**config.mk**
```make
export PLATFORM = sky130hd
export DESIGN_NAME = pocc_top
export DESIGN_NICKNAME = d
export VERILOG_FILES = /design/src/pocc_pkg.sv /design/src/pocc_snap_mem.sv /design/src/pocc_top.sv
export VERILOG_INCLUDE_DIRS = /design/src
export SDC_FILE = /design/constraint.sdc
export NUM_CORES = 1
export LEC_CHECK = 0
export ABC_AREA = 1
export BUFFER_PORTS_ARGS = -buffer_cell sky130_fd_sc_hd__buf_2
export CAP_MARGIN = 25
export CORE_MARGIN = 8
export CORE_UTILIZATION = 46
export CTS_CLUSTER_SIZE = 30
export DETAILED_ROUTE_END_ITERATION = 7
export PLACE_DENSITY = 0.73
export SETUP_SLACK_MARGIN = 0.2
export SLEW_MARGIN = 5
export SYNTH_ARGS = -nofsm -noshare
export SYNTH_HDL_FRONTEND = slang
export SYNTH_HIERARCHICAL = 1
export SYNTH_SLANG_ARGS = --single-unit
```
**constraint.sdc**
```tcl
create_clock -name CLOCK -period 2 [get_ports CLOCK]
set_clock_uncertainty 0.15 [all_clocks]
set_input_delay 0.2 -clock CLOCK [delete_from_list [all_inputs] [get_ports CLOCK]]
set_output_delay 0.2 -clock CLOCK [all_outputs]
set_load 0.02 [all_outputs]
```
**src/pocc_params.svh**
```systemverilog
`ifndef POCC_PARAMS_SVH
`define POCC_PARAMS_SVH

// Register indices; byte address is four times the index
`define POCC_IDX_CFG 16'he610
`define POCC_IDX_PH_A 16'he614
`define POCC_IDX_PH_B 16'he615
`define POCC_IDX_PH_C 16'he616
`define POCC_IDX_SNAP1 16'he620
`define POCC_IDX_SNAP2 16'he621
`define POCC_IDX_SNAP3 16'he622

// Pulse output configuration fields
`define POCC_SEL1_LSB 0
`define POCC_SEL2_LSB 3
`define POCC_SEL3_LSB 6
`define POCC_DIS_LSB 9
`define POCC_LATCH_LSB 12
`define POCC_CFG_MASK 16'h7fff
`define POCC_CFG_RST 16'h0e00

// Phase compensation field
`define POCC_COMP_W 10
`define POCC_COMP_RST 10'h000
`define POCC_ALIAS1_LO 10'h180
`define POCC_ALIAS1_HI 10'h1ff
`define POCC_ALIAS1_OFS 10'h080
`define POCC_ALIAS2_LO 10'h240
`define POCC_ALIAS2_BASE 10'h180

// Width of the energy and power words
`define POCC_ENERGY_W 32
`define POCC_POWER_W 24

`endif

```
**src/pocc_pkg.sv**
```systemverilog
package pocc_pkg;

   typedef enum logic [2:0] {
      POCC_SRC_ACT = 3'b000,
      POCC_SRC_REACT = 3'b001,
      POCC_SRC_APP = 3'b010,
      POCC_SRC_FACT = 3'b011,
      POCC_SRC_FREACT = 3'b100,
      POCC_SRC_RSV5 = 3'b101,
      POCC_SRC_RSV6 = 3'b110,
      POCC_SRC_RSV7 = 3'b111
   } pocc_src_t;

   typedef enum logic [1:0] {
      POCC_BUS_IDLE = 2'b00,
      POCC_BUS_READ = 2'b01,
      POCC_BUS_ACK = 2'b10
   } pocc_bus_st_t;

endpackage : pocc_pkg

```
**src/pocc_snap_mem.sv**
```systemverilog
`timescale 1ns/100ps
`include "pocc_params.svh"

module pocc_snap_mem (
   input wire logic clk,
   input wire logic rst_n,
   input wire logic [2:0] we,
   input wire logic [`POCC_ENERGY_W-1:0] wdata [3],
   input wire logic [1:0] rd_addr,
   output logic [`POCC_ENERGY_W-1:0] rd_data
);

   logic [`POCC_ENERGY_W-1:0] mem_q [3];

   ////////////////////////////////////////////////////////////////////////
   genvar gi;
   generate
      for (gi = 0; gi < 3; gi++) begin : g_entry
         always_ff @(posedge clk or negedge rst_n) begin
            if (!rst_n) begin
               mem_q[gi] <= '0;
            end else if (we[gi]) begin
               mem_q[gi] <= wdata[gi];
            end
         end
      end
   endgenerate

   ////////////////////////////////////////////////////////////////////////
   // Out of range index reads zero
   always_ff @(posedge clk or negedge rst_n) begin
      if (!rst_n) begin
         rd_data <= '0;
      end else if (rd_addr < 2'h3) begin
         rd_data <= mem_q[rd_addr];
      end else begin
         rd_data <= '0;
      end
   end

endmodule : pocc_snap_mem

```
**src/pocc_top.sv**
```systemverilog
`timescale 1ns/100ps
`include "pocc_params.svh"

// Overview of operation
// - A reserved source code on output three stops all pulses there.
// - Bit 9, reset to one, silences output one while its converter runs.
// - Bit 10, reset to one, silences output two while its converter runs.
// - Bit 11, reset to one, silences output three while its converter runs.
// - Bits 12 to 14 make each converter's pulse capture its energy word, even with the pin silenced.
// - Bit 15 of the configuration is reserved and does nothing.
// - Each compensation register keeps ten low bits; the rest are void.
// - Values 384 to 511 act like 256 to 383.
// - Values 576 to 1023 act like 384 to 511.
// - Source code 001 feeds output three with total reactive power.
// - Source code 010 feeds output three with apparent power.
module pocc_top (
   input wire logic CLOCK,
   input wire logic NRST,
   input wire logic CYC_I,
   input wire logic STB_I,
   input wire logic WE_I,
   input wire logic [17:0] ADR_I,
   input wire logic [3:0] SEL_I,
   input wire logic [31:0] DAT_I,
   output logic [31:0] DAT_O,
   output logic ACK_O,
   input wire logic DFC1_PULSE,
   input wire logic DFC2_PULSE,
   input wire logic DFC3_PULSE,
   input wire logic [`POCC_ENERGY_W-1:0] ENERGY1,
   input wire logic [`POCC_ENERGY_W-1:0] ENERGY2,
   input wire logic [`POCC_ENERGY_W-1:0] ENERGY3,
   input wire logic [`POCC_POWER_W-1:0] SUM_ACT,
   input wire logic [`POCC_POWER_W-1:0] SUM_REACT,
   input wire logic [`POCC_POWER_W-1:0] SUM_APP,
   input wire logic [`POCC_POWER_W-1:0] SUM_FACT,
   input wire logic [`POCC_POWER_W-1:0] SUM_FREACT,
   output logic PULSE_OUTPUT_1,
   output logic PULSE_OUTPUT_2,
   output logic PULSE_OUTPUT_3,
   output logic [`POCC_POWER_W-1:0] PULSE3_POWER,
   output logic [2:0] PULSE1_SOURCE,
   output logic [2:0] PULSE2_SOURCE,
   output logic [`POCC_COMP_W-1:0] PHASE_A_COMP_EFF,
   output logic [`POCC_COMP_W-1:0] PHASE_B_COMP_EFF,
   output logic [`POCC_COMP_W-1:0] PHASE_C_COMP_EFF
);
   import pocc_pkg::*;

   ////////////////////////////////////////////////////////////////////////
   // Declarations
   pocc_bus_st_t st_q;
   logic ack_q;
   logic [31:0] dat_q;
   logic [15:0] cfg_q;
   logic [`POCC_COMP_W-1:0] comp_q [3];
   logic [`POCC_COMP_W-1:0] comp_eff_q [3];
   logic [15:0] idx;
   logic wr_en;
   logic [2:0] comp_hit;
   logic snap_hit;
   logic [1:0] snap_addr;
   logic [`POCC_ENERGY_W-1:0] snap_rd;
   logic [2:0] dfc;
   logic [2:0] dfc_q;
   logic [2:0] pulse_q;
   logic [2:0] snap_we;
   logic [`POCC_ENERGY_W-1:0] energy [3];
   logic [`POCC_POWER_W-1:0] p3_pow_q;
   logic [2:0] src1_q;
   logic [2:0] src2_q;
   pocc_src_t src3;
   logic src3_ok;
   logic [`POCC_POWER_W-1:0] p3_pow_d;
   logic [31:0] rd_d;
   // Bus decode hit and write strobes per register
   logic cfg_hit;
   logic cfg_wr;
   logic [2:0] comp_wr;

   ////////////////////////////////////////////////////////////////////////
   // Helpers
   function automatic logic [15:0] merge16(
      input logic [15:0] old_v,
      input logic [31:0] data,
      input logic [3:0] sel
   );
      logic [15:0] res;
      res = old_v;
      if (sel[0]) begin
         res[7:0] = data[7:0];
      end
      if (sel[1]) begin
         res[15:8] = data[15:8];
      end
      return res;
   endfunction : merge16

   function automatic logic [`POCC_COMP_W-1:0] alias_comp(
      input logic [`POCC_COMP_W-1:0] v
   );
      logic [`POCC_COMP_W-1:0] res;
      logic [`POCC_COMP_W-1:0] ofs;
      res = v;
      ofs = v - `POCC_ALIAS2_LO;
      if (v >= `POCC_ALIAS1_LO && v <= `POCC_ALIAS1_HI) begin
         res = v - `POCC_ALIAS1_OFS;
      end else if (v >= `POCC_ALIAS2_LO) begin
         res = `POCC_ALIAS2_BASE + {3'h0, ofs[6:0]};
      end
      // Legal lead and lag values pass through unchanged
      return res;
   endfunction : alias_comp

   ////////////////////////////////////////////////////////////////////////
   // Address decode
   assign idx = ADR_I[17:2];
   assign wr_en = (st_q == POCC_BUS_READ) && WE_I;
   assign comp_hit[0] = (idx == `POCC_IDX_PH_A);
   assign comp_hit[1] = (idx == `POCC_IDX_PH_B);
   assign comp_hit[2] = (idx == `POCC_IDX_PH_C);

   assign cfg_hit = (idx == `POCC_IDX_CFG);
   // Writes land in the decode cycle, on the same edge that raises ack
   assign cfg_wr = wr_en && cfg_hit;
   assign comp_wr = {3{wr_en}} & comp_hit;
   assign snap_hit = (idx >= `POCC_IDX_SNAP1) && (idx <= `POCC_IDX_SNAP3);
   assign snap_addr = snap_hit ? idx[1:0] : 2'h3;

   ////////////////////////////////////////////////////////////////////////
   // Wishbone handshake: decode, then answer one cycle later
   always_ff @(posedge CLOCK or negedge NRST) begin
      if (!NRST) begin
         st_q <= POCC_BUS_IDLE;
         ack_q <= 1'b0;
      end else begin
         case (st_q)
            POCC_BUS_IDLE: begin
               ack_q <= 1'b0;
               if (CYC_I && STB_I) begin
                  st_q <= POCC_BUS_READ;
               end
            end
            POCC_BUS_READ: begin
               // Address and data are still held by the master here
               ack_q <= 1'b1;
               st_q <= POCC_BUS_ACK;
            end
            POCC_BUS_ACK: begin
               ack_q <= 1'b0;
               st_q <= POCC_BUS_IDLE;
            end
            default: begin
               ack_q <= 1'b0;
               st_q <= POCC_BUS_IDLE;
            end
         endcase
      end
   end

   // Read mux; snapshot memory data is already registered by now
   always_comb begin
      rd_d = 32'h0000_0000;
      if (cfg_hit) begin
         rd_d = {16'h0000, cfg_q};
      end else if (comp_hit[0]) begin
         rd_d = {22'h0, comp_q[0]};
      end else if (comp_hit[1]) begin
         rd_d = {22'h0, comp_q[1]};
      end else if (comp_hit[2]) begin
         rd_d = {22'h0, comp_q[2]};
      end else if (snap_hit) begin
         rd_d = snap_rd;
      end
   end

   always_ff @(posedge CLOCK or negedge NRST) begin
      if (!NRST) begin
         dat_q <= 32'h0000_0000;
      end else if (st_q == POCC_BUS_READ) begin
         dat_q <= WE_I ? 32'h0000_0000 : rd_d;
      end
   end

   ////////////////////////////////////////////////////////////////////////
   // Configuration register
   always_ff @(posedge CLOCK or negedge NRST) begin
      if (!NRST) begin
         cfg_q <= `POCC_CFG_RST;
      end else if (cfg_wr) begin
         cfg_q <= merge16(cfg_q, DAT_I, SEL_I) & `POCC_CFG_MASK;
      end
   end

   ////////////////////////////////////////////////////////////////////////
   // Phase compensation, one register per phase
   genvar gp;
   generate
      for (gp = 0; gp < 3; gp++) begin : g_phase
         logic [15:0] wr_v;
         assign wr_v = merge16({6'h00, comp_q[gp]}, DAT_I, SEL_I);
         always_ff @(posedge CLOCK or negedge NRST) begin
            if (!NRST) begin
               comp_q[gp] <= `POCC_COMP_RST;
            end else if (comp_wr[gp]) begin
               comp_q[gp] <= wr_v[`POCC_COMP_W-1:0];
            end
         end
         // Range limits are software's duty; out of range values alias
         always_ff @(posedge CLOCK or negedge NRST) begin
            if (!NRST) begin
               comp_eff_q[gp] <= `POCC_COMP_RST;
            end else begin
               comp_eff_q[gp] <= alias_comp(comp_q[gp]);
            end
         end
      end
   endgenerate

   ////////////////////////////////////////////////////////////////////////
   // Output three source selection
   assign src3 = pocc_src_t'(cfg_q[`POCC_SEL3_LSB +: 3]);

   always_comb begin
      p3_pow_d = '0;
      src3_ok = 1'b1;
      case (src3)
         POCC_SRC_ACT: begin
            p3_pow_d = SUM_ACT;
         end
         POCC_SRC_REACT: begin
            p3_pow_d = SUM_REACT;
         end
         POCC_SRC_APP: begin
            p3_pow_d = SUM_APP;
         end
         POCC_SRC_FACT: begin
            p3_pow_d = SUM_FACT;
         end
         POCC_SRC_FREACT: begin
            p3_pow_d = SUM_FREACT;
         end
         default: begin
            src3_ok = 1'b0;
         end
      endcase
   end

   // Power word follows the selected source every cycle
   always_ff @(posedge CLOCK or negedge NRST) begin
      if (!NRST) begin
         p3_pow_q <= '0;
      end else begin
         p3_pow_q <= p3_pow_d;
      end
   end

   // Source fields of outputs one and two go out for their datapaths
   always_ff @(posedge CLOCK or negedge NRST) begin
      if (!NRST) begin
         src1_q <= 3'h0;
      end else begin
         src1_q <= cfg_q[`POCC_SEL1_LSB +: 3];
      end
   end

   always_ff @(posedge CLOCK or negedge NRST) begin
      if (!NRST) begin
         src2_q <= 3'h0;
      end else begin
         src2_q <= cfg_q[`POCC_SEL2_LSB +: 3];
      end
   end

   ////////////////////////////////////////////////////////////////////////
   // Pulse outputs and energy capture
   // A reserved source on output three blocks pin and capture alike
   assign dfc = {DFC3_PULSE & src3_ok, DFC2_PULSE, DFC1_PULSE};
   assign energy[0] = ENERGY1;
   assign energy[1] = ENERGY2;
   assign energy[2] = ENERGY3;

   genvar go;
   generate
      for (go = 0; go < 3; go++) begin : g_out
         // Converter keeps running; only the pin is gated
         always_ff @(posedge CLOCK or negedge NRST) begin
            if (!NRST) begin
               pulse_q[go] <= 1'b0;
            end else begin
               pulse_q[go] <= dfc[go] & ~cfg_q[`POCC_DIS_LSB + go];
            end
         end

         // Previous level for the capture edge; idle low, so no false edge
         always_ff @(posedge CLOCK or negedge NRST) begin
            if (!NRST) begin
               dfc_q[go] <= 1'b0;
            end else begin
               dfc_q[go] <= dfc[go];
            end
         end
         assign snap_we[go] = cfg_q[`POCC_LATCH_LSB + go] &
                              dfc[go] & ~dfc_q[go];
      end
   endgenerate

   pocc_snap_mem u_snap (
      .clk(CLOCK),
      .rst_n(NRST),
      .we(snap_we),
      .wdata(energy),
      .rd_addr(snap_addr),
      .rd_data(snap_rd)
   );

   ////////////////////////////////////////////////////////////////////////
   // Outputs
   assign DAT_O = dat_q;
   assign ACK_O = ack_q;
   assign PULSE_OUTPUT_1 = pulse_q[0];
   assign PULSE_OUTPUT_2 = pulse_q[1];
   assign PULSE_OUTPUT_3 = pulse_q[2];
   assign PULSE3_POWER = p3_pow_q;
   assign PULSE1_SOURCE = src1_q;
   assign PULSE2_SOURCE = src2_q;
   assign PHASE_A_COMP_EFF = comp_eff_q[0];
   assign PHASE_B_COMP_EFF = comp_eff_q[1];
   assign PHASE_C_COMP_EFF = comp_eff_q[2];

endmodule : pocc_top

```
==> Word level (Yosys, flattened, before mapping) <==
Cells that the tools add are included.
{ "word_totals": {"ff_bits": 274, "n_memories": 0, "mem_bits_ro": 0, "latch_bits": 0, "wordCells": 117, "mem_bits_rw": 0, "inputBits": 278} }
{ "classes": {"eq_ne": 10, "order_cmp": 13, "n_addsub": 9, "n_mul": 0, "reduce_logical": 18, "n_div": 0, "bitwise_logic": 18, "muxes": 22, "shifts": 0} }
{ "op_table": {"columns": ["cell", "n"], "rows": [
  ["$mux W32", 9],
  ["$pmux W24 S5", 1],
  ["$bmux W32 S2", 1],
  ["$eq A16 B16 Y1 const B", 4],
  ["$mux W10", 6],
  ["$add A9 B7 Y10 const A", 3],
  ["$ge A10 B10 Y1 const B", 3],
  ["$ge A10 B9 Y1 const B", 3],
  ["$le A10 B9 Y1 const B", 3],
  ["$sub A10 B8 Y10 const B", 3],
  ["$sub A7 B7 Y7 const B", 3],
  ["$ge A16 B16 Y1 const B", 1],
  ["$le A16 B16 Y1 const B", 1],
  ["$reduce_and A2 Y1", 8],
  ["$and A1 B1 Y1", 10],
  ["$logic_and A1 B1 Y1", 7],
  ["$eq A3 B2 Y1 const B", 2],
  ["$not A1 Y1", 6],
  ["$reduce_or A5 Y1", 1],
  ["$mux W2", 2],
  ["$pmux W2 S2", 1],
  ["$and A3 B3 Y3", 1],
  ["$eq A3 B1 Y1 const B", 1],
  ["$eq A3 B3 Y1 const B", 1],
  ["other kinds (8)", 9]
]} }

==> Logic depth before layout (Yosys ltp) <==
{ "logic_depth": {"depth_word": 8, "ltp_mapped": 14} }

==> Modules after synthesis <==
The synthesis kept the hierarchy.
{ "by_module_without_submodules": {"columns": ["module", "n_inst", "cells_each", "area_per_inst_um2"], "rows": [
  ["pocc_top", 1, 761, 6670.1],
  ["pocc_snap_mem", 1, 613, 5296.3]
]} }

==> Least setup slack after synthesis <==
Ideal clock, no wire load.
{ "synth_path": {"kind": "register -> register", "startpoint": "register cfg_q[7]", "endpoint": "register u_snap/mem_q[10] in the netlist's numbering", "path_stages_with_launch": 8, "arrival_time_ns": 1.605, "slack_ns": 0.117, "n_path_buf": 3, "required_time_ns": 1.723, "setup_ns": 0.127, "cell_sequence": "dfrtp_1 > nor2_1 > buf_2 > o21ai_0 > nor3_1 > buf_2 > clkbuf_2 > o21ai_0"} }
{ "synth_between": {"elab_chain_len": 6} }
{ "synth_rtl": {"columns": ["item", "line_no", "rtl"], "rows": [
  ["start: declaration", "pocc_top.sv:55", "logic [15:0] cfg_q;"],
  ["start signal: assignment", "pocc_top.sv:189", "cfg_q <= `POCC_CFG_RST;"],
  ["start signal: assignment", "pocc_top.sv:191", "cfg_q <= merge16(cfg_q, DAT_I, SEL_I) & `POCC_CFG_MASK;"],
  ["$eq A3 B3 Y1 (tied with other cells)", "pocc_top.sv:227", "case (src3)"],
  ["$reduce_or A5 Y1 (no line) *", null, null],
  ["$mux W1 *", "pocc_top.sv:227", null],
  ["$and A1 B1 Y1 *", "pocc_top.sv:278", "assign dfc = {DFC3_PULSE & src3_ok, DFC2_PULSE, DFC1_PULSE};"],
  ["$and A1 B1 Y1 * (2 in a row)", "pocc_top.sv:303", "assign snap_we[go] = cfg_q[`POCC_LATCH_LSB + go] &"],
  ["named net snap_we[2]", "pocc_top.sv:67", "logic [2:0] snap_we;"],
  ["end signal: indexed assignment", "pocc_snap_mem.sv:23", "mem_q[gi] <= wdata[gi];"],
  ["end: declaration", "pocc_snap_mem.sv:13", "logic [`POCC_ENERGY_W-1:0] mem_q [3];"]
]} }
Mark *: on every way through the listed nets, which the timed path passes. The rest lies on a longest branch.
A chain may end at the register's enable or synchronous reset.

==> Worst setup path after layout <==
{ "layout_path": {"startpoint": "register cfg_q[7]", "endpoint": "register p3_pow_q[8], in the netlist PULSE3_POWER[8]"} }
{ "layout_between": {"elab_chain_len": 2} }
{ "layout_rtl": {"columns": ["item", "line_no", "rtl"], "rows": [
  ["$eq A3 B3 Y1 (tied with other cells)", "pocc_top.sv:227", null],
  ["$pmux W24 S5 *", "pocc_top.sv:227", null],
  ["named net p3_pow_d[8]", "pocc_top.sv:74", "logic [`POCC_POWER_W-1:0] p3_pow_d;"],
  ["end signal: assignment", "pocc_top.sv:254", "p3_pow_q <= p3_pow_d;"],
  ["end: declaration", "pocc_top.sv:69", "logic [`POCC_POWER_W-1:0] p3_pow_q;"]
]} }
Marked as above.

==> flow_metrics.tcl <==
set metrics [dict create \
    peakVddDrop_mv 0.7167 \
    fmax_mhz 567.0 \
    ys_types 38 \
    use_met3_pct 7.638 \
    die_w_um 177.3 \
    grt_use_total_pct 28.97 \
    final_antenna_net_count 0 \
    fin_crit_sh_pct 88.19 \
    rows 59 \
    synthMuxAreaShare_pct 0 \
    yosysTopAreaCell "dfrtp_1" \
    synth_xor_area_share_pct 0 \
    mostFrequentLayoutCell "nand2_1" \
    synthArstFlopShare_pct 100.0 \
    p_per_area_nw_per_um2 687.5 \
    overflow 0 \
    dieArea_um2 31430 \
    synth_edf_count 0 \
    synth_top_area_share_pct 56.67 \
    clock-sinks 274 \
    synth_compound_area_share_pct 9.839 \
    clkLatencyLatePin_ns 0.56 \
    tightest_slew_ns 0.4420 \
    grt_use_met2_pct 49.20 \
    port-buffer-count 352 \
    cts_buffers 29 \
    drc 0 \
    syn_nets 1655 \
    final_cell_mix "nand2_1, buf_2, dfrtp_1" \
    syn_inst 1374 \
    synth_top_family_by_area "simple AND/OR/NAND/NOR gates" \
    wire_per_inst_um 20.22 \
    cp_max_fo 24 \
    drv_cap 0 \
    hpwlAfterDp_mm 28.67 \
    holdCritPathClass "in -> async" \
    grt_start_max_net_pins 65 \
    critical_path.endpoint_type "flop" \
    synth_ff_type "dfrtp_1" \
    synth_area_leaders "dfrtp_1, nand2_1, inv_1, o21ai_0, nand3_1" \
    vias_per_cell 5.371 \
    timing.rr.start "cfg_q[7]" \
    drt_iter0_drc 1353 \
    seq_area_frac_synth_pct 57.33 \
    antenna_found_initial 7 \
    cts_buffer_depth 3 \
    setup_slack_ns 0.2363 \
    cts-root-buf "clkbuf_16" \
    critPathLaunchType "flop" \
    period_minus_slack_ns 1.764 \
    busiest_layer "met2" \
    num_vias 12640 \
    fill_cells 1859 \
    routed_wl_mm 47.58 \
    h-tree-depth 1 \
    place_area_um2 14380 \
    required_ns 2.32 \
    grt_setup_unrepaired "no" \
    rrSetupSlack_ns 0.24 \
    drive_gt1_share_pct 25.05 \
    fin_nets 2269 \
    drt_pass1_iterations 7 \
    yosys.area_share.adder_pct 0.3137 \
    path_class "reg -> reg" \
    clk_pin_slew_ns 0.06 \
    finalMaxSlewViolations 0 \
    setup_violations 0 \
    ys_ff_latch 274 \
    hold_violations 0 \
    cts_tree "built" \
    core_area_um2 25840 \
    arrival_ns 2.08 \
    reg2regPathDepth 7 \
    io_pins 374 \
    yosys.area_share.simple_pct 23.39 \
    setup_tns_ns 0 \
    die_h_um 177.3 \
    gp_congestion 0.9068 \
    avgSynthCellArea_um2 8.709 \
    reg2reg_to "PULSE3_POWER[8]" \
    syn-cell-area_um2 11970 \
    yosysWarnings 6 \
    final_util_pct 69.01 \
    grt_util_met1_pct 33.51 \
    status "completed" \
    p_leak_nw 9.083 \
    grt_pass1_vias 13070 \
    start_util_pct 46.31 \
    preCtsSetupSlack_ns -0.05436 \
    final_cell_area_um2 17830 \
    grt_pass1_wl_mm 71.94 \
    slew_headroom_pct 70.53 \
    syn_to_final_growth_pct 49.00 \
]
worst max path at each step:
stage	startpoint	end	slack, ns	depth (start not counted)
CTS	cfg_q[6]	u_snap/mem_q[8]	0.23	6
floorplan	ADR_I[13]	u_snap/rd_data[0]	0.22	13
finish	cfg_q[7]	PULSE3_POWER[8]	0.24	7
detailed placement	ADR_I[9]	u_snap/rd_data[1]	-0.05	12
global placement	ADR_I[13]	u_snap/rd_data[3]	-0.001	12
global route	cfg_q[7]	PULSE3_POWER[8]	0.20	7
sequential cells by signal (all words and copies together) (netlist names):
register          count
dfc_q                 3
u_snap/rd_data       32
PULSE_OUTPUT_2        1
PULSE3_POWER         24
u_snap/mem_q         96
PULSE1_SOURCE         3
PULSE_OUTPUT_3        1
ACK_O                 1
comp_q               30
PHASE_A_COMP_EFF     10
PULSE_OUTPUT_1        1
PHASE_B_COMP_EFF     10
st_q                  2
cfg_q                15
PULSE2_SOURCE         3
PHASE_C_COMP_EFF     10
DAT_O                32
cells by family after synthesis:
family                     after synthesis
AOI/OAI and AO/OA                      201
adders and majority gates                3
buffers and inverters                  250
DFF                                    274
and+or+nand+nor                        646
where the power goes:
part	switching (mW)	internal, mW	total, mW
Clock	2.22	3.08	5.30
Combinational	0.601	0.626	1.23
Sequential	0.0695	5.66	5.73
through the flow:
stage	hold WS, ns	power (mW)	instances
floorplan	-0.2456	6.037	1374
global route	0.04987	12.66	2348
detailed placement	-0.002987	6.579	2047
finish	0.008676	12.26	2353
global placement	-0.007526	6.561	2047
CTS	0.02798	12.23	2338
synthesized netlist by cell type (5+ instances only):
library cell and instances:
nor2_1 49, nand2_1 436, buf_2 37, clkbuf_2 6, o21ai_1 33, a21oi_1 9, dfrtp_1 271, o2111ai_1 10
buf_6 10, a221o_1 7, nand3_1 88, inv_1 173, o21ai_2 5, a32o_1 14, inv_2 5, buf_4 6
clkbuf_1 10, nor2_2 6, o21ai_0 119, nand4_1 45, nor3_2 5, nor3_1 5
critical path, stage by stage (launching register included):
cell,delay [ns]
dfrtp_1,0.45
buf_4,0.19
nor3_4,0.14
buf_4,0.32
nand2_1,0.13
nand2_1,0.11
a21oi_1,0.06
nand3_1,0.11
layout make-up:
cell class	count	area, um2	share of cell area (%)
Timing Repair Buffer	654	4818	27.02
Multi-Input combinational cell	850	4098	22.98
Tap cell	335	419.2	2.351
Inverter	179	674.4	3.782
Antenna cell	10	25.02	0.1404
Clock inverter	11	126.4	0.7088
Clock buffer	40	807.0	4.526
Sequential cell	274	6862	38.48
per-layer routing:
| metal | part of all wire, % | routed length, um |
|---|---|---|
| met5 | 0.053 | 25 |
| met4 | 5.5 | 2638 |
| met3 | 10 | 4905 |
| met2 | 48 | 22990 |
| met1 | 36 | 17020 |
what timing repair did:
action                     CTS  global route
cloned                       0             2
buffers inserted             0             3
hold buffers               240             0
hold endpoints to repair   450             0
pin swaps                    0             2
setup endpoints to repair   40            32
gates resized for setup      2             5
No activity file was read; power rests on OpenSTA's default activity.
